[src/common/serial_consts.svh]
// Offsets, field positions, reset values and timing counts of the serial block
// Assumes inclusion by bare name from design and testbench files
`ifndef SERIAL_CONSTS_SVH
`define SERIAL_CONSTS_SVH
`define STATUS_OFFSET     12'h000
`define DATA_OFFSET       12'h004
`define CONTROL_OFFSET    12'h008
`define STATUS_RESET      8'hC0
`define BIT_TX_EMPTY      7
`define BIT_TX_DONE       6
`define BIT_RX_FULL       5
`define BIT_IDLE          4
`define BIT_OVERRUN       3
`define BIT_NOISE         2
`define BIT_FRAMING       1
`define BIT_PARITY        0
`define CTL_TX_EMPTY_IE   7
`define CTL_TX_DONE_IE    6
`define CTL_RX_IE         5
`define CTL_LINE_QUIET_IE 4
`define CTL_TX_EN         3
`define CTL_RX_EN         2
`define CTL_PARITY_EN     1
`define CTL_PARITY_IE     0
`define OVERSAMPLE        16
`define BAUD_DIV_RESET    16'h0036
`endif

[src/common/serial_pkg.sv]
// Types shared by the serial status block
// Assumes serial_consts.svh on the include path
package serial_pkg;
    typedef enum logic [1:0] {RX_IDLE, RX_START, RX_DATA, RX_STOP} rx_state_e;
    typedef enum logic [1:0] {TX_IDLE, TX_START, TX_DATA, TX_STOP} tx_state_e;
    typedef struct packed {
        logic       rx_word_ready;
        logic       framing;
        logic       noise;
        logic       parity;
    } rx_event_s;
endpackage : serial_pkg

[src/hdl/serial_status.sv]
// Serial interface with status flags, noise checks and one shared interrupt
// Assumes APB master on mclk, rxd already synchronous to mclk
// Functional notes
// - Start edge noisy unless after three highs, with samples 3,5,7 low.
// - Any of start samples 8, 9, 10 high sets noise flag.
// - Data bit is majority of samples 8-10; disagreement sets noise.
// - Wait mode leaves operation intact; enabled events wake the device.
// - Halt freezes registers and serial activity; no wake from halt.
// - All events except noise and framing share one request, gated by enables and global mask.
// - Event and enable pairing as listed for each flag.
// - Status is read-only, eight bits, reset value C0h.
// - Tx empty sets on transfer to shifter; clears by status then write.
// - No transfer to shifter while tx empty flag is set.
// - Tx complete sets after data frame only; clears by status then write.
// - Rx full sets on word moved to data; clears by status then read.
// - Idle sets on idle line, re-arms only after rx full sets.
// - Overrun keeps held word, shift register overwritten.
// - Noise flag sets on noisy frame, no own interrupt.
// - Framing flag on desync or break, no own interrupt.
// - Framing plus overrun: only overrun flag set.
// - Parity flag on mismatch, interrupts if enabled.
// - False start discards frame, noise kept for next valid frame.
//
// Register access over APB and the register offsets are this design's own decisions.
`timescale 1ns/1ps
`include "serial_consts.svh"
module serial_status
    import serial_pkg::*;
#(
    parameter logic [15:0] BAUD_DIV = `BAUD_DIV_RESET
) (
    input  wire logic        mclk,
    input  wire logic        nrst,
    input  wire logic        psel,
    input  wire logic        penable,
    input  wire logic        pwrite,
    input  wire logic [11:0] paddr,
    input  wire logic [31:0] pwdata,
    output logic      [31:0] prdata,
    output logic             pready,
    output logic             pslverr,
    input  wire logic        rxd,
    output logic             txd,
    input  wire logic        wait_mode,
    input  wire logic        halt_mode,
    input  wire logic        global_irq_mask,
    output logic             irq_req,
    output logic             wake_req
);
    logic [7:0]  status;
    logic [7:0]  control;
    logic [7:0]  rx_holding_reg;
    logic [7:0]  tx_holding_reg;
    logic        status_seen;
    logic        tx_loaded;
    logic        idle_armed;
    logic        noise_pending;
    logic [15:0] tick_cnt;
    logic        tick;
    logic [2:0]  hist;
    logic [3:0]  rx_smp;
    logic [3:0]  rx_bit;
    logic [8:0]  rx_shift;
    logic [2:0]  maj;
    logic        rx_noise;
    logic [4:0]  idle_cnt;
    logic [3:0]  tx_smp;
    logic [3:0]  tx_bit;
    logic [8:0]  tx_shift;
    rx_state_e   rx_state;
    tx_state_e   tx_state;
    rx_event_s   rx_ev;

    function automatic logic majority(input logic [2:0] s);
        return (s[0] & s[1]) | (s[1] & s[2]) | (s[0] & s[2]);
    endfunction : majority

    // Any split among the three middle samples is noise, not only a lone outlier
    function automatic logic disagree(input logic [2:0] s);
        return (s != 3'h0) & (s != 3'h7);
    endfunction : disagree

    wire access   = psel & penable;
    wire st_rd    = access & ~pwrite & (paddr == `STATUS_OFFSET);
    wire dr_rd    = access & ~pwrite & (paddr == `DATA_OFFSET);
    wire dr_wr    = access & pwrite & (paddr == `DATA_OFFSET);
    wire ctl_wr   = access & pwrite & (paddr == `CONTROL_OFFSET);
    wire mapped   = (paddr == `STATUS_OFFSET) | (paddr == `DATA_OFFSET) | (paddr == `CONTROL_OFFSET);
    // Status is read-only; a write there counts as an access but stores nothing
    wire st_acc   = access & (paddr == `STATUS_OFFSET);
    wire run      = ~halt_mode;
    wire clr_rx   = status_seen & dr_rd;
    wire clr_tx   = status_seen & dr_wr;
    wire parity_rx = ^rx_shift[7:0] ^ rx_shift[8];
    wire tx_move  = run & tick & (tx_state == TX_IDLE) & tx_loaded & ~status[`BIT_TX_EMPTY]
                    & control[`CTL_TX_EN];
    wire tx_done  = run & tick & (tx_state == TX_STOP) & (tx_smp == 4'hF);

    // APB slave, zero wait states
    always_ff @(posedge mclk or negedge nrst) begin
        if (!nrst) begin
            prdata  <= 32'h0000_0000;
            pready  <= 1'b0;
            pslverr <= 1'b0;
        end else begin
            pready  <= psel & ~penable;
            pslverr <= psel & ~penable & ~mapped;
            if (psel & ~penable & ~pwrite) begin
                unique case (paddr)
                    `STATUS_OFFSET:  prdata <= {24'h00_0000, status};
                    `DATA_OFFSET:    prdata <= {24'h00_0000, rx_holding_reg};
                    `CONTROL_OFFSET: prdata <= {24'h00_0000, control};
                    default:         prdata <= 32'h0000_0000;
                endcase
            end
        end
    end

    // Control register steers enables and the transmitter
    always_ff @(posedge mclk or negedge nrst) begin
        if (!nrst)
            control <= 8'h00;
        else if (ctl_wr & pready & run)
            control <= pwdata[7:0];
    end

    // Remembered status access for the two-step clear
    always_ff @(posedge mclk or negedge nrst) begin
        if (!nrst)
            status_seen <= 1'b0;
        else if (st_acc & pready & run)
            status_seen <= 1'b1;
        else if ((dr_rd | dr_wr) & pready & run)
            status_seen <= 1'b0;
    end

    // Transmit holding register
    always_ff @(posedge mclk or negedge nrst) begin
        if (!nrst) begin
            tx_holding_reg <= 8'h00;
            tx_loaded      <= 1'b0;
        end else if (dr_wr & pready & run) begin
            tx_holding_reg <= pwdata[7:0];
            tx_loaded      <= 1'b1;
        end else if (tx_move) begin
            tx_loaded      <= 1'b0;
        end
    end

    // Oversampling tick, sixteen per bit
    always_ff @(posedge mclk or negedge nrst) begin
        if (!nrst) begin
            tick_cnt <= 16'h0000;
            tick     <= 1'b0;
        end else if (run) begin
            tick     <= (tick_cnt == 16'h0000);
            tick_cnt <= (tick_cnt == 16'h0000) ? BAUD_DIV - 16'h0001 : tick_cnt - 16'h0001;
        end
    end

    // Transmitter: start, 8 data, parity bit when enabled, stop
    always_ff @(posedge mclk or negedge nrst) begin
        if (!nrst) begin
            tx_state <= TX_IDLE;
            tx_smp   <= 4'h0;
            tx_bit   <= 4'h0;
            tx_shift <= 9'h1FF;
            txd      <= 1'b1;
        end else if (run & tick) begin
            tx_smp <= tx_smp + 4'h1;
            unique case (tx_state)
                TX_IDLE: begin
                    txd <= 1'b1;
                    if (tx_move) begin
                        tx_shift <= {^tx_holding_reg, tx_holding_reg};
                        tx_state <= TX_START;
                        tx_smp   <= 4'h0;
                    end
                end
                TX_START: begin
                    txd <= 1'b0;
                    if (tx_smp == 4'hF) begin
                        tx_state <= TX_DATA;
                        tx_bit   <= 4'h0;
                    end
                end
                TX_DATA: begin
                    txd <= tx_shift[0];
                    if (tx_smp == 4'hF) begin
                        tx_shift <= {1'b1, tx_shift[8:1]};
                        tx_bit   <= tx_bit + 4'h1;
                        if (tx_bit == (control[`CTL_PARITY_EN] ? 4'h8 : 4'h7))
                            tx_state <= TX_STOP;
                    end
                end
                TX_STOP: begin
                    txd <= 1'b1;
                    if (tx_smp == 4'hF)
                        tx_state <= TX_IDLE;
                end
            endcase
        end
    end

    // Receiver with start-edge qualification and majority sampling
    always_ff @(posedge mclk or negedge nrst) begin
        if (!nrst) begin
            rx_state      <= RX_IDLE;
            hist          <= 3'h7;
            rx_smp        <= 4'h0;
            rx_bit        <= 4'h0;
            rx_shift      <= 9'h000;
            maj           <= 3'h0;
            rx_noise      <= 1'b0;
            noise_pending <= 1'b0;
            rx_ev         <= '0;
            idle_cnt      <= 5'h00;
        end else begin
            // Held through halt so a finished word is not lost
            if (run)
                rx_ev <= '0;
            if (run & tick & control[`CTL_RX_EN]) begin
                hist   <= {hist[1:0], rxd};
                rx_smp <= rx_smp + 4'h1;
                if (rx_smp == 4'h7 | rx_smp == 4'h8 | rx_smp == 4'h9)
                    maj <= {maj[1:0], rxd};
                unique case (rx_state)
                    RX_IDLE: begin
                        idle_cnt <= rxd ? ((idle_cnt == 5'h1F) ? idle_cnt : idle_cnt + 5'h01) : 5'h00;
                        if (!rxd) begin
                            rx_state <= RX_START;
                            rx_smp   <= 4'h1;
                            // Edge without three preceding highs is noisy
                            rx_noise <= noise_pending | (hist != 3'h7);
                        end
                    end
                    RX_START: begin
                        if ((rx_smp == 4'h2 | rx_smp == 4'h4 | rx_smp == 4'h6) & rxd)
                            rx_noise <= 1'b1;
                        if (rx_smp == 4'hF) begin
                            if (maj != 3'h0) begin
                                // False start: drop frame, hold noise for next one
                                noise_pending <= 1'b1;
                                rx_state      <= RX_IDLE;
                            end else begin
                                rx_state <= RX_DATA;
                                rx_bit   <= 4'h0;
                            end
                        end
                    end
                    RX_DATA: begin
                        if (rx_smp == 4'hF) begin
                            rx_shift <= {majority(maj), rx_shift[8:1]};
                            if (disagree(maj))
                                rx_noise <= 1'b1;
                            rx_bit <= rx_bit + 4'h1;
                            if (rx_bit == 4'h8)
                                rx_state <= RX_STOP;
                        end
                    end
                    RX_STOP: begin
                        if (rx_smp == 4'hF) begin
                            rx_state            <= RX_IDLE;
                            idle_cnt            <= 5'h00;
                            noise_pending       <= 1'b0;
                            rx_ev.rx_word_ready <= 1'b1;
                            rx_ev.framing       <= ~majority(maj) | (rx_shift == 9'h000);
                            rx_ev.noise         <= rx_noise | disagree(maj);
                            rx_ev.parity        <= control[`CTL_PARITY_EN] & parity_rx;
                        end
                    end
                endcase
            end
        end
    end

    // Received word hand-over and overrun
    always_ff @(posedge mclk or negedge nrst) begin
        if (!nrst)
            rx_holding_reg <= 8'h00;
        else if (run & rx_ev.rx_word_ready & (~status[`BIT_RX_FULL] | clr_rx & pready))
            rx_holding_reg <= rx_shift[7:0];
    end

    // Status flags; a hardware set wins over a same-cycle clear
    always_ff @(posedge mclk or negedge nrst) begin
        if (!nrst) begin
            status     <= `STATUS_RESET;
            idle_armed <= 1'b1;
        end else if (run) begin
            if (clr_tx & pready) begin
                status[`BIT_TX_EMPTY] <= 1'b0;
                status[`BIT_TX_DONE]  <= 1'b0;
            end
            if (tx_move)
                status[`BIT_TX_EMPTY] <= 1'b1;
            // Only data frames reach this point, never preamble or break
            if (tx_done)
                status[`BIT_TX_DONE] <= 1'b1;
            if (clr_rx & pready) begin
                status[`BIT_RX_FULL:`BIT_PARITY] <= 6'h00;
                if (status[`BIT_IDLE])
                    idle_armed <= 1'b0;
            end
            if (rx_ev.rx_word_ready) begin
                if (status[`BIT_RX_FULL] & ~(clr_rx & pready)) begin
                    status[`BIT_OVERRUN] <= 1'b1;
                end else begin
                    status[`BIT_RX_FULL] <= 1'b1;
                    idle_armed           <= 1'b1;
                    if (rx_ev.noise)
                        status[`BIT_NOISE] <= 1'b1;
                    if (rx_ev.framing)
                        status[`BIT_FRAMING] <= 1'b1;
                    if (rx_ev.parity)
                        status[`BIT_PARITY] <= 1'b1;
                end
            end
            if (idle_cnt == 5'h10 & idle_armed & tick & rx_state == RX_IDLE) begin
                status[`BIT_IDLE] <= 1'b1;
                idle_armed        <= 1'b0;
            end
        end
    end

    // Shared request; noise and framing have no enable of their own
    always_ff @(posedge mclk or negedge nrst) begin
        if (!nrst) begin
            irq_req  <= 1'b0;
            wake_req <= 1'b0;
        end else begin
            irq_req <= ~global_irq_mask & (
                       (status[`BIT_TX_EMPTY] & control[`CTL_TX_EMPTY_IE])
                     | (status[`BIT_TX_DONE] & control[`CTL_TX_DONE_IE])
                     | ((status[`BIT_RX_FULL] | status[`BIT_OVERRUN]) & control[`CTL_RX_IE])
                     | (status[`BIT_IDLE] & control[`CTL_LINE_QUIET_IE])
                     | (status[`BIT_PARITY] & control[`CTL_PARITY_IE]));
            wake_req <= wait_mode & ~halt_mode & (
                       (status[`BIT_TX_EMPTY] & control[`CTL_TX_EMPTY_IE])
                     | (status[`BIT_TX_DONE] & control[`CTL_TX_DONE_IE])
                     | ((status[`BIT_RX_FULL] | status[`BIT_OVERRUN]) & control[`CTL_RX_IE])
                     | (status[`BIT_IDLE] & control[`CTL_LINE_QUIET_IE])
                     | (status[`BIT_PARITY] & control[`CTL_PARITY_IE]));
        end
    end
endmodule : serial_status

[config.mk]
export PLATFORM = sky130hd
export DESIGN_NAME = serial_status
export DESIGN_NICKNAME = d
export VERILOG_FILES = /design/src/common/serial_pkg.sv /design/src/hdl/serial_status.sv
export VERILOG_INCLUDE_DIRS = /design/src /design/src/common
export SDC_FILE = /design/constraint.sdc
export NUM_CORES = 1
export LEC_CHECK = 0
export ABC_AREA = 1
export ABC_CLOCK_PERIOD_IN_PS = 2200
export BUFFER_PORTS_ARGS = -buffer_cell sky130_fd_sc_hd__buf_2
export CAP_MARGIN = 10
export CELL_PAD_IN_SITES_DETAIL_PLACEMENT = 0
export CELL_PAD_IN_SITES_GLOBAL_PLACEMENT = 2
export CORE_ASPECT_RATIO = 1.2
export CORE_MARGIN = 2
export CORE_UTILIZATION = 34
export CTS_CLUSTER_DIAMETER = 50
export CTS_CLUSTER_SIZE = 25
export DETAILED_ROUTE_END_ITERATION = 12
export HOLD_SLACK_MARGIN = 0.12
export PLACE_DENSITY_LB_ADDON = 0.3
export SYNTH_ARGS = -nofsm -noshare
export SYNTH_HDL_FRONTEND = slang
export SYNTH_SLANG_ARGS = --single-unit
[constraint.sdc]
create_clock -name mclk -period 2.2 [get_ports mclk]
set_input_delay 0.11 -clock mclk [delete_from_list [all_inputs] [get_ports mclk]]
set_output_delay 0.11 -clock mclk [all_outputs]
set_load 0.05 [all_outputs]
==> flow_summary.yaml <==
yosys:
  seq_area_frac_synth: 0.447
  synth_area_leader_cell: "dfrtp_1"
  syn-instance-count: 856
  synth-seq-cells: 120
  async_flop_share: 1.00
  synth_top_area_share: 0.385
  synth_area_sq_um: 6760
  synth_area_leaders: "dfrtp_1 (39%), nand2_1 (13%), inv_1 (6.4%)"
  synth_edf_count: 0
  synth_warnings: 0
  synth.distinct_cells: 39
  ys.flop_type: "dfrtp_1"
  syn_area_per_cell_sq_um: 7.89
finish:
  seq_area_sq_um: 3020
  largest_reg_flops: 16
  top_register: "tick_cnt"
  multi_input_area_sq_um: 3100
  reg_top3: "tick_cnt x16, rx_shift x9, tx_shift x9"
  synthToLayoutAreaGrowth_pct: 18.4
  final_cell_mix: "nand2_1 (230), inv_1 (115), dfrtp_1 (104)"
  antenna_cells: 0
  layout_commonest_cell: "nand2_1"
  layout.cells.non_filler: 1204
  nNetsFinal: 1009
  drive_gt1_frac: 0.150
  fillers: 2005
timing:
  fin_crit_ns: 1.76
  final-setup-viol-count: 0
  rsz0062_at_grt: "false"
  hold_viol: 0
  maxSlewViolCount: 0
  fin_ws_ns: 0.436
  min_period_over_period: 0.802
  relSlewSlack: 0.503
  fin_skew_ns: 0.0110
  fmax_mhz: 567
  tightest_slew_ns: 0.742
  holdWs_ns: 0.143
  setup_tns_ns: 0
global_route:
  grt_pass1_wl_um: 26200
  top_usage_layer: "met2"
  antenna_found_initial: 0
  grtUsageMet2: 0.280
  grt_usage: 0.157
  grt_overflow_total: 0
  use_met3: 0.0280
  grt_util_met1: 0.192
  grt_pass1_vias: 5343
  grt_max_degree: 58
placed_design:
  dpl.hpwl_um: 11500
  place_inst: 1153
  gp_congestion: 0.748
  preCtsSetupSlack_ns: 0.437
  io_buffers: 41
worst_setup_path:
  worstPathCellList: "inv_1, ha_1, or2_2, nand2_1, inv_1, nor3_2, nand2_1, nand2_1, nand2_1"
  max_stage_delay_ns: 0.41
  cp-end-kind: "flop"
  cp_max_fo: 7
  crit_path_start_kind: "flop"
  r2r_start: "rx_state[0]"
  crit_type: "flop to flop"
  cp.required_ns: 2.51
  r2r_setup_slack_ns: 0.44
  reg2reg_depth: 9
  slowest_stage: "dfrtp_1"
  crit_top_cell: "nand2_1"
  critPathArrivalTime_ns: 2.07
die:
  start_util: 0.346
  rows: 56
  coreArea_sq_um: 19500
  dieArea_sq_um: 21000
  die_x_um: 133
  die_h_um: 158
  ios: 90
hold_path:
  hold_depth: 3
  whs_endpoint: "tick_cnt[1]"
  min-delay-start: "halt_mode"
  hold_path_class: "input port to flop"
cts:
  cts_tree: "built"
  h-tree-depth: 4
  root_buffer: "clkbuf_16"
  clkSlewWorstSetupHoldPaths_ns: 0.06
  clkLatencyLatePin_ns: 0.42
  cts_sinks: 120
  cts_resized: 0
  cts_buffer_depth: 2
  cts_buffers: 17
flow_run:
  drv_cap: 0
route:
  routed-via-count: 5370
  drt_iter0_drc: 248
  via_per_inst: 4.46
  remaining_drc_errors: 0
  drt-total-wl_um: 15500
  firstDrtPassIters: 4
  wl_per_cell_um: 12.8
  drtAntennaViolNets: 0
power_and_ir_drop:
  vdd_drop_max_mv: 0.542
  p_per_area_nw_per_um2: 784
  finalPower_uw: 6270
  power_leakage_uw: 0.00402
run_status:
  status: "finished, final reports clean"
-- final cells by class --
cell class                 instances  share of cell area
timing repair buffer              71              0.0632
inverter                         123              0.0577
multi-input combinational        597               0.387
tap                              261              0.0408
clock inverter                    11              0.0155
clock buffer                      21              0.0576
sequential                       120               0.378
-- per-layer routing --
metal  wire, um  share of wire  vias to the layer above
met4        180          0.012                        0
met3        320          0.021                       14
li1           -              -                     2835
met5          0              0                        -
met1       7120           0.46                     2463
met2       7840           0.51                       58
-- synth_stat cells, types with 2 or more instances --
cell type,number
o21ai_2,9
nand3b_1,3
o211ai_1,2
nand2_1,230
o31ai_1,3
ha_1,26
a21oi_1,15
inv_2,8
nand2_4,3
nor2_1,55
dfrtp_1,104
o21ai_1,15
nand4_1,11
nor2_8,4
or2_2,2
buf_2,5
inv_1,115
nand3_1,67
nand3_2,2
and3_1,2
nand2_2,2
clkbuf_1,6
xnor2_1,9
dfstp_2,16
nor2_2,7
buf_6,2
o22ai_1,4
a31oi_1,5
xor2_1,8
o21ai_0,67
nor3_1,14
nor3_2,4
buf_4,25
-- critical path, delay by kind of cell, from the launching register on --
family	cells	cell delay [ns]
simple gates	6	0.81
flops	1	0.41
fa+ha+maj	1	0.29
buf+inv	2	0.14
-- cells by family after synthesis --
logic type,share of synthesized area
other,0.000555
xor gates and xnor gates,0.0220
buffers and inverters,0.107
AOI/OAI and AO/OA,0.0996
DFF,0.447
adders and majority gates,0.0481
and+or+nand+nor,0.275
-- worst max-delay path by stage --
stage | start | end | slack [ns] | cells after the start
floorplan | rx_state[0] | flop | 0.60 | 9
global placement | rx_state[0] | flop | 0.44 | 9
detailed placement | rx_state[0] | flop | 0.44 | 9
CTS | rx_state[0] | flop | 0.43 | 9
global route | rx_state[0] | flop | 0.24 | 9
finish | rx_state[0] | flop | 0.44 | 9
-- report_power, final --
| part | switching (uW) | internal [uW] | total (uW) |
|---|---|---|---|
| logic | 623 | 313 | 936 |
| clock network | 1010 | 1730 | 2730 |
| registers | 180 | 2420 | 2600 |
| total | 1810 | 4460 | 6270 |
-- stage by stage --
step | cell area [sq um] | utilization
final | 8000 | 0.409
after global routing | 8000 | 0.409
after CTS | 8000 | 0.409
after detailed placement | 7220 | 0.370
after global placement | 7220 | 0.370
after floorplan | 6840 | -
-- timing repair --
item | in CTS | in global routing
endpoints found under the hold margin | 142 | 0
setup buffers | 0 | 0
hold buffers | 19 | 0
(Power assumes the default switching activity.)
